--- config.mk ---
export PLATFORM = sky130hd
export DESIGN_NAME = dsh_host_adapter
export DESIGN_NICKNAME = d
export VERILOG_FILES = /design/src/hw/dsh_scsi_lane.v /design/src/hw/dsh_host_adapter.v
export VERILOG_INCLUDE_DIRS = /design/src /design/src/include
export SDC_FILE = /design/constraint.sdc
export NUM_CORES = 1
export LEC_CHECK = 0
export BUFFER_PORTS_ARGS = -buffer_cell sky130_fd_sc_hd__buf_2
export CORE_MARGIN = 1
export CORE_UTILIZATION = 63
export DETAILED_ROUTE_END_ITERATION = 8
export PLACE_DENSITY_LB_ADDON = 0.15
export RECOVER_POWER = 50
export SETUP_SLACK_MARGIN = 0.5
export SLEW_MARGIN = 20
export SYNTH_ARGS = -nofsm -noshare
export SYNTH_HDL_FRONTEND = slang
export SYNTH_SLANG_ARGS = --single-unit
--- constraint.sdc ---
create_clock -name sys_clk -period 12.6 [get_ports sys_clk]
set_input_delay 0.63 -clock sys_clk [delete_from_list [all_inputs] [get_ports sys_clk]]
set_output_delay 0.63 -clock sys_clk [all_outputs]
set_load 0.02 [all_outputs]
--- src/include/dsh_regs.vh ---
// Operation
// - two channels share one PCI master, two functions
// - each channel keeps own configuration and registers
// - wide channel uses line B, narrow line C
// - parity carried throughout; parity and system errors
// - I/O read and write as target and master
// - memory read and write as target and master
// - configuration commands as target only
// - memory read multiple as target and master
// - read line claimed as plain memory read
// - write invalidate claimed as plain memory write
// - never claim or issue unsupported command codes
// - command register bit picks read line or multiple
// - extended commands imply cache line size data
// - burst transfers staged through on-chip buffers
// - 8 or 16 bit, Fast-10 or Fast-20 timing
// - odd parity per SCSI data byte lane
// - same control signals for both widths
// - low data byte IDs win arbitration first
// - differential, activity and terminator power outputs
// - power-down disables all input receivers
`ifndef DSH_REGS_VH
`define DSH_REGS_VH
`define DSH_CMD_IACK     4'h0
`define DSH_CMD_SPECIAL  4'h1
`define DSH_CMD_IORD     4'h2
`define DSH_CMD_IOWR     4'h3
`define DSH_CMD_MEMRD    4'h6
`define DSH_CMD_MEMWR    4'h7
`define DSH_CMD_CFGRD    4'ha
`define DSH_CMD_CFGWR    4'hb
`define DSH_CMD_MRMULT   4'hc
`define DSH_CMD_DAC      4'hd
`define DSH_CMD_MRLINE   4'he
`define DSH_CMD_MWINV    4'hf
`define DSH_KIND_NONE    3'h0
`define DSH_KIND_IO      3'h1
`define DSH_KIND_MEM     3'h2
`define DSH_KIND_CFG     3'h3
`define DSH_REQ_IO       2'h0
`define DSH_REQ_MEM      2'h1
`define DSH_FAST10_DIV   8'd20
`define DSH_FAST20_DIV   8'd10
`endif

--- src/hw/dsh_scsi_lane.v ---
`timescale 1ns/100ps
`include "dsh_regs.vh"
module dsh_scsi_lane
(
  // clock and reset
  input  wire       sys_clk,
  input  wire       rst,
  // control
  input  wire       powerDown,
  input  wire       driveEn,
  // transmit byte
  input  wire [7:0] txByte,
  // scsi pins, one byte lane
  input  wire [7:0] pinDataIn,
  input  wire       pinParIn,
  output reg  [7:0] pinDataOut,
  output reg        pinParOut,
  output wire       pinOe,
  // received byte
  output wire [7:0] rxByte,
  output reg        rxParErr
);
  reg [8:0] syncA_q;
  reg [8:0] syncB_q;
  wire [8:0] gated = powerDown ? 9'h000 : {pinParIn, pinDataIn};
  assign pinOe  = driveEn & ~powerDown;
  assign rxByte = syncB_q[7:0];
  always @(posedge sys_clk or posedge rst)
  begin
    if (rst)
    begin
      syncA_q    <= 9'h000;
      syncB_q    <= 9'h000;
      pinDataOut <= 8'h00;
      pinParOut  <= 1'b1;
      rxParErr   <= 1'b0;
    end
    else
    begin
      syncA_q    <= gated;
      syncB_q    <= syncA_q;
      pinDataOut <= txByte;
      pinParOut  <= ~(^txByte);
      rxParErr   <= ~powerDown & ~driveEn & ~(^syncB_q);
    end
  end
endmodule // dsh_scsi_lane

--- src/hw/dsh_host_adapter.v ---
`timescale 1ns/100ps
`include "dsh_regs.vh"
module dsh_host_adapter
#(
  parameter CLW = 8,
  parameter BUFDEPTH = 16
)
(
  // clock and reset
  input  wire        sys_clk,
  input  wire        rst,
  // pci target decode
  input  wire        tgtFrameStart,
  input  wire [3:0]  tgtCmd,
  input  wire        tgtFunc,
  input  wire        tgtIdsel,
  input  wire        tgtHit,
  input  wire [31:0] pciAd,
  input  wire        pciPar,
  input  wire        pciDataValid,
  output reg         devSelect,
  output reg  [2:0]  tgtKind,
  output reg         tgtFuncOut,
  // pci master issue
  input  wire        mstReq,
  input  wire        mstFunc,
  input  wire [1:0]  mstReqType,
  input  wire        mstWrite,
  input  wire [7:0]  mstLen,
  output reg  [3:0]  mstCmd,
  output reg         mstCmdValid,
  output reg  [7:0]  mstBurstLen,
  // error signals
  output reg         parityErr,
  output reg         systemErr,
  // interrupts
  input  wire        wideIrqReq,
  input  wire        narrowIrqReq,
  output wire        wide_channel_irq_line_n,
  output wire        narrow_channel_irq_line_n,
  // per-channel configuration, function 0 wide, 1 narrow
  input  wire [1:0]  cfgReadMultiple,
  input  wire [1:0]  cfgWide,
  input  wire [1:0]  cfgFast20,
  input  wire [1:0]  cfgTermPowerDown,
  input  wire [1:0]  cfgDiffEnable,
  input  wire [7:0]  cfgCacheLine0,
  input  wire [7:0]  cfgCacheLine1,
  input  wire        powerDown,
  // scsi wide channel
  input  wire [15:0] wideDataIn,
  input  wire [1:0]  wideParIn,
  output wire [15:0] wideDataOut,
  output wire [1:0]  wideParOut,
  output wire [1:0]  wideDataOe,
  output wire [15:0] wideArbIdOut,
  input  wire [15:0] wideTxWord,
  input  wire        wideDrive,
  input  wire [3:0]  wideOwnId,
  input  wire        wideArbitrate,
  output reg         wideArbWon,
  // scsi narrow channel
  input  wire [7:0]  narrowDataIn,
  input  wire        narrowParIn,
  output wire [7:0]  narrowDataOut,
  output wire        narrowParOut,
  output wire        narrowDataOe,
  input  wire [7:0]  narrowTxByte,
  input  wire        narrowDrive,
  // received data
  output wire [15:0] wideRxWord,
  output wire [7:0]  narrowRxByte,
  output wire [2:0]  scsiParErr,
  // per-channel side outputs
  output reg  [1:0]  diffSense,
  output reg  [1:0]  activityLed,
  output reg  [1:0]  termPowerDown,
  output reg  [1:0]  xferTick,
  output reg  [1:0]  busWide,
  // burst staging buffer
  input  wire        bufWrite,
  input  wire [31:0] bufWData,
  input  wire        bufRead,
  output reg  [31:0] bufRData,
  output wire        bufFull,
  output wire        bufEmpty
);
  // ******************************
  // target command decode
  // ******************************
  reg [2:0] kind_d;
  always @*
  begin
    case (tgtCmd)
      `DSH_CMD_IORD, `DSH_CMD_IOWR:
        kind_d = `DSH_KIND_IO;
      `DSH_CMD_MEMRD, `DSH_CMD_MRMULT, `DSH_CMD_MRLINE:
        kind_d = `DSH_KIND_MEM;
      `DSH_CMD_MEMWR, `DSH_CMD_MWINV:
        kind_d = `DSH_KIND_MEM;
      `DSH_CMD_CFGRD, `DSH_CMD_CFGWR:
        kind_d = tgtIdsel ? `DSH_KIND_CFG : `DSH_KIND_NONE;
      default:
        kind_d = `DSH_KIND_NONE;
    endcase
  end
  // read line and multiple both land as plain reads downstream
  always @(posedge sys_clk or posedge rst)
  begin
    if (rst)
    begin
      devSelect  <= 1'b0;
      tgtKind    <= `DSH_KIND_NONE;
      tgtFuncOut <= 1'b0;
    end
    else
    begin
      devSelect  <= tgtFrameStart & (kind_d != `DSH_KIND_NONE)
                    & (tgtHit | kind_d == `DSH_KIND_CFG);
      tgtKind    <= tgtFrameStart ? kind_d : `DSH_KIND_NONE;
      tgtFuncOut <= tgtFunc;
    end
  end

  // ******************************
  // master command selection
  // ******************************
  wire       useMult  = cfgReadMultiple[mstFunc];
  wire [7:0] lineSize = mstFunc ? cfgCacheLine1 : cfgCacheLine0;
  wire       longXfer = (lineSize != 8'h00) && (mstLen >= lineSize);
  reg  [3:0] mcmd_d;
  always @*
  begin
    case (mstReqType)
      `DSH_REQ_IO:
        mcmd_d = mstWrite ? `DSH_CMD_IOWR : `DSH_CMD_IORD;
      `DSH_REQ_MEM:
        if (mstWrite)
          mcmd_d = longXfer ? `DSH_CMD_MWINV : `DSH_CMD_MEMWR;
        else if (longXfer)
          mcmd_d = useMult ? `DSH_CMD_MRMULT : `DSH_CMD_MRLINE;
        else
          mcmd_d = `DSH_CMD_MEMRD;
      default:
        mcmd_d = `DSH_CMD_MEMRD;
    endcase
  end
  // one shared master, the two functions time-share it
  always @(posedge sys_clk or posedge rst)
  begin
    if (rst)
    begin
      mstCmd      <= `DSH_CMD_MEMRD;
      mstCmdValid <= 1'b0;
      mstBurstLen <= 8'h00;
    end
    else
    begin
      mstCmdValid <= mstReq;
      if (mstReq)
      begin
        mstCmd      <= mcmd_d;
        // whole cache lines at least for extended commands
        mstBurstLen <= (longXfer && mcmd_d != `DSH_CMD_MEMRD
                        && mcmd_d != `DSH_CMD_MEMWR) ? ((mstLen < lineSize) ?
                        lineSize : mstLen) : mstLen;
      end
    end
  end

  // ******************************
  // pci parity and errors
  // ******************************
  reg [31:0] parHold_q;
  reg        parPend_q;
  always @(posedge sys_clk or posedge rst)
  begin
    if (rst)
    begin
      parHold_q <= 32'h00000000;
      parPend_q <= 1'b0;
      parityErr <= 1'b0;
      systemErr <= 1'b0;
    end
    else
    begin
      // parity lands one clock after its data
      // only data phases that were claimed get judged
      parPend_q <= pciDataValid & devSelect;
      if (pciDataValid)
        parHold_q <= pciAd;
      parityErr <= parPend_q & (^{pciPar, parHold_q});
      systemErr <= tgtFrameStart & (^{pciPar, pciAd});
    end
  end

  // ******************************
  // interrupt lines
  // ******************************
  assign wide_channel_irq_line_n   = ~wideIrqReq;
  assign narrow_channel_irq_line_n = ~narrowIrqReq;

  // ******************************
  // scsi byte lanes
  // ******************************
  wire [2:0] laneErr;
  wire       narrowOnWide = ~cfgWide[0];
  dsh_scsi_lane uLaneWideLo
  (
    .sys_clk    (sys_clk),
    .rst        (rst),
    .powerDown  (powerDown),
    .driveEn    (wideDrive),
    .txByte     (wideTxWord[7:0]),
    .pinDataIn  (wideDataIn[7:0]),
    .pinParIn   (wideParIn[0]),
    .pinDataOut (wideDataOut[7:0]),
    .pinParOut  (wideParOut[0]),
    .pinOe      (wideDataOe[0]),
    .rxByte     (wideRxWord[7:0]),
    .rxParErr   (laneErr[0])
  );
  // high lane idles undriven in 8-bit mode
  dsh_scsi_lane uLaneWideHi
  (
    .sys_clk    (sys_clk),
    .rst        (rst),
    .powerDown  (powerDown),
    .driveEn    (wideDrive & ~narrowOnWide),
    .txByte     (wideTxWord[15:8]),
    .pinDataIn  (wideDataIn[15:8]),
    .pinParIn   (wideParIn[1]),
    .pinDataOut (wideDataOut[15:8]),
    .pinParOut  (wideParOut[1]),
    .pinOe      (wideDataOe[1]),
    .rxByte     (wideRxWord[15:8]),
    .rxParErr   (laneErr[1])
  );
  dsh_scsi_lane uLaneNarrow
  (
    .sys_clk    (sys_clk),
    .rst        (rst),
    .powerDown  (powerDown),
    .driveEn    (narrowDrive),
    .txByte     (narrowTxByte),
    .pinDataIn  (narrowDataIn),
    .pinParIn   (narrowParIn),
    .pinDataOut (narrowDataOut),
    .pinParOut  (narrowParOut),
    .pinOe      (narrowDataOe),
    .rxByte     (narrowRxByte),
    .rxParErr   (laneErr[2])
  );
  // unused high lane parity is ignored in 8-bit mode
  assign scsiParErr = {laneErr[2], laneErr[1] & ~narrowOnWide, laneErr[0]};

  // ******************************
  // wide arbitration
  // ******************************
  // ids on the low byte beat any id on the high byte
  wire [15:0] arbBus = wideRxWord;
  reg         higherSeen;
  integer     i;
  always @*
  begin
    higherSeen = 1'b0;
    for (i = 0; i < 16; i = i + 1)
    begin
      if (arbBus[i] && i[3:0] != wideOwnId)
      begin
        if (wideOwnId[3] ? (i < 8 || i > wideOwnId)
                         : (i < 8 && i > wideOwnId))
          higherSeen = 1'b1;
      end
    end
  end
  assign wideArbIdOut = wideArbitrate ? (16'h0001 << wideOwnId) : 16'h0000;
  always @(posedge sys_clk or posedge rst)
  begin
    if (rst)
      wideArbWon <= 1'b0;
    else
      wideArbWon <= wideArbitrate & ~higherSeen & ~powerDown;
  end

  // ******************************
  // channel timing and side outputs
  // ******************************
  reg [7:0] divCnt0_q;
  reg [7:0] divCnt1_q;
  wire [7:0] divTop0 = cfgFast20[0] ? `DSH_FAST20_DIV : `DSH_FAST10_DIV;
  wire [7:0] divTop1 = cfgFast20[1] ? `DSH_FAST20_DIV : `DSH_FAST10_DIV;
  always @(posedge sys_clk or posedge rst)
  begin
    if (rst)
    begin
      divCnt0_q     <= 8'h00;
      divCnt1_q     <= 8'h00;
      xferTick      <= 2'b00;
      busWide       <= 2'b00;
      diffSense     <= 2'b00;
      activityLed   <= 2'b00;
      termPowerDown <= 2'b00;
    end
    else
    begin
      divCnt0_q <= (divCnt0_q >= divTop0 - 8'h01) ? 8'h00 : divCnt0_q + 8'h01;
      divCnt1_q <= (divCnt1_q >= divTop1 - 8'h01) ? 8'h00 : divCnt1_q + 8'h01;
      xferTick  <= {divCnt1_q == 8'h00, divCnt0_q == 8'h00};
      busWide   <= {1'b0, cfgWide[0]};
      diffSense <= cfgDiffEnable & {2{~powerDown}};
      activityLed   <= {narrowDrive, wideDrive | wideArbitrate};
      termPowerDown <= cfgTermPowerDown;
    end
  end

  // ******************************
  // burst staging buffer
  // ******************************
  localparam AW = $clog2(BUFDEPTH);
  reg [31:0] mem [0:BUFDEPTH-1];
  reg [AW:0] wp_q;
  reg [AW:0] rp_q;
  assign bufEmpty = (wp_q == rp_q);
  assign bufFull  = (wp_q[AW-1:0] == rp_q[AW-1:0]) && (wp_q[AW] != rp_q[AW]);
  always @(posedge sys_clk)
  begin
    if (bufWrite && !bufFull)
      mem[wp_q[AW-1:0]] <= bufWData;
  end
  always @(posedge sys_clk or posedge rst)
  begin
    if (rst)
    begin
      wp_q     <= {(AW+1){1'b0}};
      rp_q     <= {(AW+1){1'b0}};
      bufRData <= 32'h00000000;
    end
    else
    begin
      if (bufWrite && !bufFull)
        wp_q <= wp_q + 1'b1;
      if (bufRead && !bufEmpty)
      begin
        bufRData <= mem[rp_q[AW-1:0]];
        rp_q     <= rp_q + 1'b1;
      end
    end
  end
endmodule // dsh_host_adapter

Word-level counts from Yosys, hierarchy flattened:

Memories as Yosys holds them, arrays and structs flattened. A register that Yosys moved wholly into a read port is not among the register bits.
Index checks and enable logic that the tools add are counted.

* reductions and logical operators: 41
* shifts and indexed selects: 1
* eq/ne operators: 31
* bitwise logic cells: 34
* order comparisons: 20
* $add $sub $neg: 6
* mux-type cells: 72

Operators with widths (count)
* parity 33 bit: 2
* two-way mux 1 bit: 53
* two-way mux 8 bit: 5
* greater-than comparator 4 bit (first input constant): 8
* != test 4 bit (first input constant): 8
* two-way mux 9 bit: 3
* parity 9 bit: 3
* greater-or-equal comparator 8 bit: 3
* parity 8 bit: 3
* logical AND 1 bit: 22
* == test 4 bit (second input constant): 5
* bitwise AND 1 bit: 18
* adder 8 x 1 -> 8 bit (second input constant): 2
* greater-than comparator 3 x 4 -> 1 bit (first input constant): 4
* zero test 8 bit: 2
* two-way mux 16 bit: 1
* != test 3 x 4 -> 1 bit (first input constant): 4
* left shift 1 x 4 -> 16 bit (first input constant): 1
* NOT 1 bit: 13
* two-way mux 4 bit: 3
* subtractor 5 x 1 -> 6 bit (second input constant): 2
* adder 5 x 1 -> 5 bit (second input constant): 2
* two-way mux 5 bit: 2
* == test 4 x 2 -> 1 bit (second input constant): 2
* 26 further kinds: 34

* output and inout port bits: 140
* word-level logic and storage cells: 241
* RAM bits: 512
* input bits: 178
* flip-flop bits (word level): 173
* memories kept: 1

Memory list
* mem: words 16, bits a word 32, rd ports 1, clocked after memory_dff 1, write ports 1, RTL line dsh_host_adapter.v:321 `reg [31:0] mem [0:BUFDEPTH-1];`

Logic depth before layout (Yosys ltp):

* depth in word-level cells: 36
* depth in mapped cells: 10
* depth with buffers taken out: 8

Cells and area by module:

Synthesis repeated with hierarchy kept, for this count alone.

* cells, all modules: 1573
* area, all modules: 28483.6 um^2

Modules (own cells, without submodules)
* dsh_host_adapter: area an instance 25518.2 um^2, times used 1, cells each 1381, seq. area each 18380.1 um^2
* dsh_scsi_lane: area an instance 988.4 um^2, times used 3, cells each 64, seq. area each 701.9 um^2

Worst setup path after synthesis:

OpenSTA, ideal clock, no wires.

* path type: register to register
* start: reg wp_q[3]
* end: mem mem[6][0], enable pin
* stages on the path, launching flop included: 9
* period minus slack after synthesis: 3965 ps
* library setup time: 461 ps
* path buffers: 2
* path slack: 8635 ps
* required time: 12139 ps
* arrival time: 3504 ps
* cells stage by stage: dfrtp_1 clkbuf_1 xor2_1 nor4_1 nand2b_1 and2_1 buf_2 nand2_1 nor3_1

* word-level cells in the longest chain between the ends: 6

Ends and longest elaborated chain
* from (decl): RTL line dsh_host_adapter.v:322 `reg [AW:0] wp_q;`
* from (signal assigned): RTL line dsh_host_adapter.v:335 `wp_q <= {(AW+1){1'b0}};`
* from (signal assigned): RTL line dsh_host_adapter.v:342 `wp_q <= wp_q + 1'b1;`
* == test 4 bit: RTL line dsh_host_adapter.v:325 `assign bufFull = (wp_q[AW-1:0] == rp_q[AW-1:0]) && (wp_q[AW] != rp_q[AW]);`
* logical AND 1 bit: RTL line dsh_host_adapter.v:325
* zero test 1 bit: RTL line dsh_host_adapter.v:328 `if (bufWrite && !bufFull)`
* logical AND 1 bit: RTL line dsh_host_adapter.v:328
* two-way mux 1 bit: RTL line dsh_host_adapter.v:328
* two-way mux 1 bit (not written as such): RTL line dsh_host_adapter.v:329 `mem[wp_q[AW-1:0]] <= bufWData;`
* to (decl): RTL line dsh_host_adapter.v:321

Parallel ways exist; a longest one is shown, timed or not.

==> summary.txt <==
Critical path
  • CP cell instances: clkbuf_1 > clkinvlp_2
  • Required time of the critical path: 11380 ps
  • Slowest-stage cell, CP: clkinvlp_2
  • Worst Setup End Kind: asynchronous set/reset pin
  • Worst path top cell family by delay: buffers and inverters
  • Setup CP Type: input pin to asynchronous set/reset pin
  • Startpoint Class: input pin
  • Start of the worst register-to-register path: rp_q[1]
  • Crit-path max cell delay: 3560 ps
  • Crit path DAT: 4330 ps
  • CP startpoint: rst
  • CP bufs+invs: 2
  • Worst-path fanout max: 146

Placed design
  • RD Place Congestion: 0.776
  • Post-DP HPWL: 30900 um
  • PortBufs: 314

Power
  • Max VDD drop: 0.175 mV
  • Power per standard cell area: 208 mW/mm^2
  • Leakage power: 12.0 nW

GRT
  • Grt total ovfl: 0
  • Initial antenna violation count: 1
  • Vias in the first global route: 14.3k
  • First-pass GRT wire length: 82300 um
  • Tot GR Track Use: 24.9%
  • Largest net degree at the start of global routing: 147

Detailed routing
  • First-pass iteration count of the detailed router: 5
  • DR DRC count: 0
  • WL/cell: 23.3 um
  • Remaining antenna violation count: 0
  • Vias per Instance: 5.86
  • Drt initial violations: 1197
  • Via count: 14.2k
  • Total Routed Length: 56200 um

Worst hold path
  • HP Class: input pin to flip-flop
  • HP Start: cfgTermPowerDown[1]

STA
  • Fmax: 180 MHz
  • RSZ-0062 raised after global routing: false
  • Period utilization: 44.0%
  • Worst slew pin tran: 6440 ps
  • Slew Limit Headroom: -331%
  • Slew Limit Fails: 217
  • Total negative slack: 0 ps
  • Final setup vio count: 0
  • Hold Violations, Final: 0
  • Max Clock Skew: 18.9 ps
  • Final Hold Slack: 158 ps
  • Min Tclk post-route: 5550 ps

Synth
  • FF+latch count, synth: 716
  • Post-Synthesis Cell Area: 0.0283 sq mm
  • Avg Cell Area, Syn: 19.7 sq um
  • Asr flop ratio synth: 28.5%
  • Synth Instances: 1439
  • Primary FF master, synth: edfxtp_1
  • Netlist cell types: 54
  • Sequential share of the synthesized area: 72.4%
  • Yosys warnings: 0
  • Post-synth EDFFs: 512

Floorplan
  • DIE AREA: 0.0457 sq mm
  • Rows: 77
  • Die height: 214 um
  • Initial core utilization: 64.0%
  • Core ar.: 0.0442 sq mm
  • I/O pin total: 318
  • Die X: 214 um

Clocking
  • Clock sinks: 716
  • CTS resizes: 0
  • Clock tree buffer depth: 3
  • CTS Buf Count: 72
  • Number of hold buffers added after cts: 0
  • Post-CTS setup buffers: 0
  • H-tree depth: 3
  • Root buf cell: clkbuf_16
  • Clock-pin slew on the worst setup and hold paths: 60 ps
  • CTS tree: yes
  • Worst skew pair latency: 590 ps

Outcome
  • Run status: finished with violations
  • Failing checks: capacitance limit, slew limit

Cells and area
  • Layout Nets: 1965
  • Share of cells above drive strength 1: 35.2%
  • Area grow syn2layout: 15.6%
  • Multi-input logic area: 0.00722 sq mm
  • Filler Cell Count: 2561
  • Register cell area after layout: 0.0205 sq mm

Flow run
  • Max Cap Violations: 3
-- registers in the layout, summed over array words and instances (netlist names), 4 cells and up --
signal                  count
uLaneWideHi.pinDataOut      8
divCnt1_q                   8
uLaneWideLo.pinDataOut      8
wp_q                        5
divCnt0_q                   8
uLaneWideHi.syncB_q         9
uLaneNarrow.syncB_q         9
mstCmd                      4
rp_q                        5
uLaneWideLo.syncA_q         9
bufRData                   32
mstBurstLen                 8
mem                       512
uLaneNarrow.pinDataOut      8
uLaneNarrow.syncA_q         9
uLaneWideLo.syncB_q         9
parHold_q                  32
uLaneWideHi.syncA_q         9
-- metrics by stage --
stage	total power, W	setup WS [ps]	cell area [sq um]	instances	utilization, %
after floorplan	0.00427	6410	28300	1444	-
after global placement	0.00469	8840	30300	2282	68.6
after detailed placement	0.00473	8810	30300	2282	68.6
after CTS	0.00688	8780	32800	2415	74.1
after global routing	0.00708	5650	32700	2416	73.9
final	0.00681	7050	32700	2416	73.9
-- cell usage after synthesis, types with 8 or more instances --
cell,instances,area share (%)
buf_4,32,0.85
clkbuf_1,28,0.37
mux4_2,160,13
mux2_2,72,2.9
nand2_1,17,0.23
ha_1,23,1.0
a21oi_1,13,0.23
inv_1,34,0.45
dfrtp_1,199,18
mux2i_1,15,0.53
nor3_1,12,0.21
nor2_1,47,0.62
nor2b_1,32,0.71
and2_1,8,0.18
buf_2,12,0.21
nand3_1,10,0.18
buf_6,12,0.48
xnor2_1,106,3.3
xor2_1,20,0.62
edfxtp_1,512,54
-- power by group --
part	internal (W)	switching [W]	total, W
sequential	0.00282	0.000165	0.00298
clock	0.00129	0.000855	0.00215
combinational	0.000843	0.000829	0.00167
total	0.00496	0.00185	0.00681
-- cell usage in the layout (no fill, tap or decap), types with 3 or more instances in the layout --
master	instances
edfxtp_1	512
buf_2	250
dfrtp_1	195
mux4_2	160
xnor2_1	106
clkbuf_1	82
clkbuf_16	77
mux2_2	72
nor2_1	36
inv_1	33
nor2b_1	32
ha_1	23
buf_4	21
xor2_1	20
nand2_1	17
mux2i_1	15
a21oi_1	13
nor2_4	11
clkinv_2	11
nand3_1	10
clkbuf_8	9
clkinv_1	8
nor3_1	8
nor4_1	6
and2_1	6
conb_1	6
bufinv_16	6
nand2b_1	5
nand4_1	5
o21ai_0	5
dfstp_2	5
nor3_2	4
o22ai_1	4
and3_1	3
a31oi_1	3
a211oi_1	3
clkinvlp_4	3
-- final timing paths --
kind	slack, ps	to	cells past startpoint
min reg2reg	340	uLaneWideLo.syncB_q[6]	0
max in group sys_clk	8810	mem[9][25]	7
max	7050	rp_q[1]	2
min	160	termPowerDown[1]	1
max reg2reg	8810	mem[9][25]	7
min in group asynchronous	2050	uLaneWideLo.syncA_q[1]	2
-- cell type report --
type	instances	area share, %
flip-flops and latches	716	62.7
clock buffers	104	6.48
multi-input cells	603	22.1
clock inverters	29	0.945
diodes	1	0.00765
well taps	592	2.27
repair buffers	336	5.11
inverters	35	0.406
-- routing by layer --
layer,wire (um),GRT usage (%),part of all wire [%]
met1,22200,33.4,40
met2,28500,41.9,51
met3,4370,4.95,7.8
met4,1090,7.68,1.9
met5,0,0,0
-- logic make-up after synthesis --
| logic type | Yosys count | share of synthesized area [%] |
|---|---|---|
| AO/OA/AOI/OAI | 42 | 0.951 |
| XOR/XNOR | 128 | 4.06 |
| AND/OR/NAND/NOR | 156 | 2.89 |
| multiplexers | 248 | 16.2 |
| other | 1 | 0.0133 |
| adder cells (fa/ha/maj) | 23 | 1.02 |
| flip-flops | 716 | 72.4 |
| buffers and inverters | 125 | 2.46 |
(Power assumes the default switching activity.)
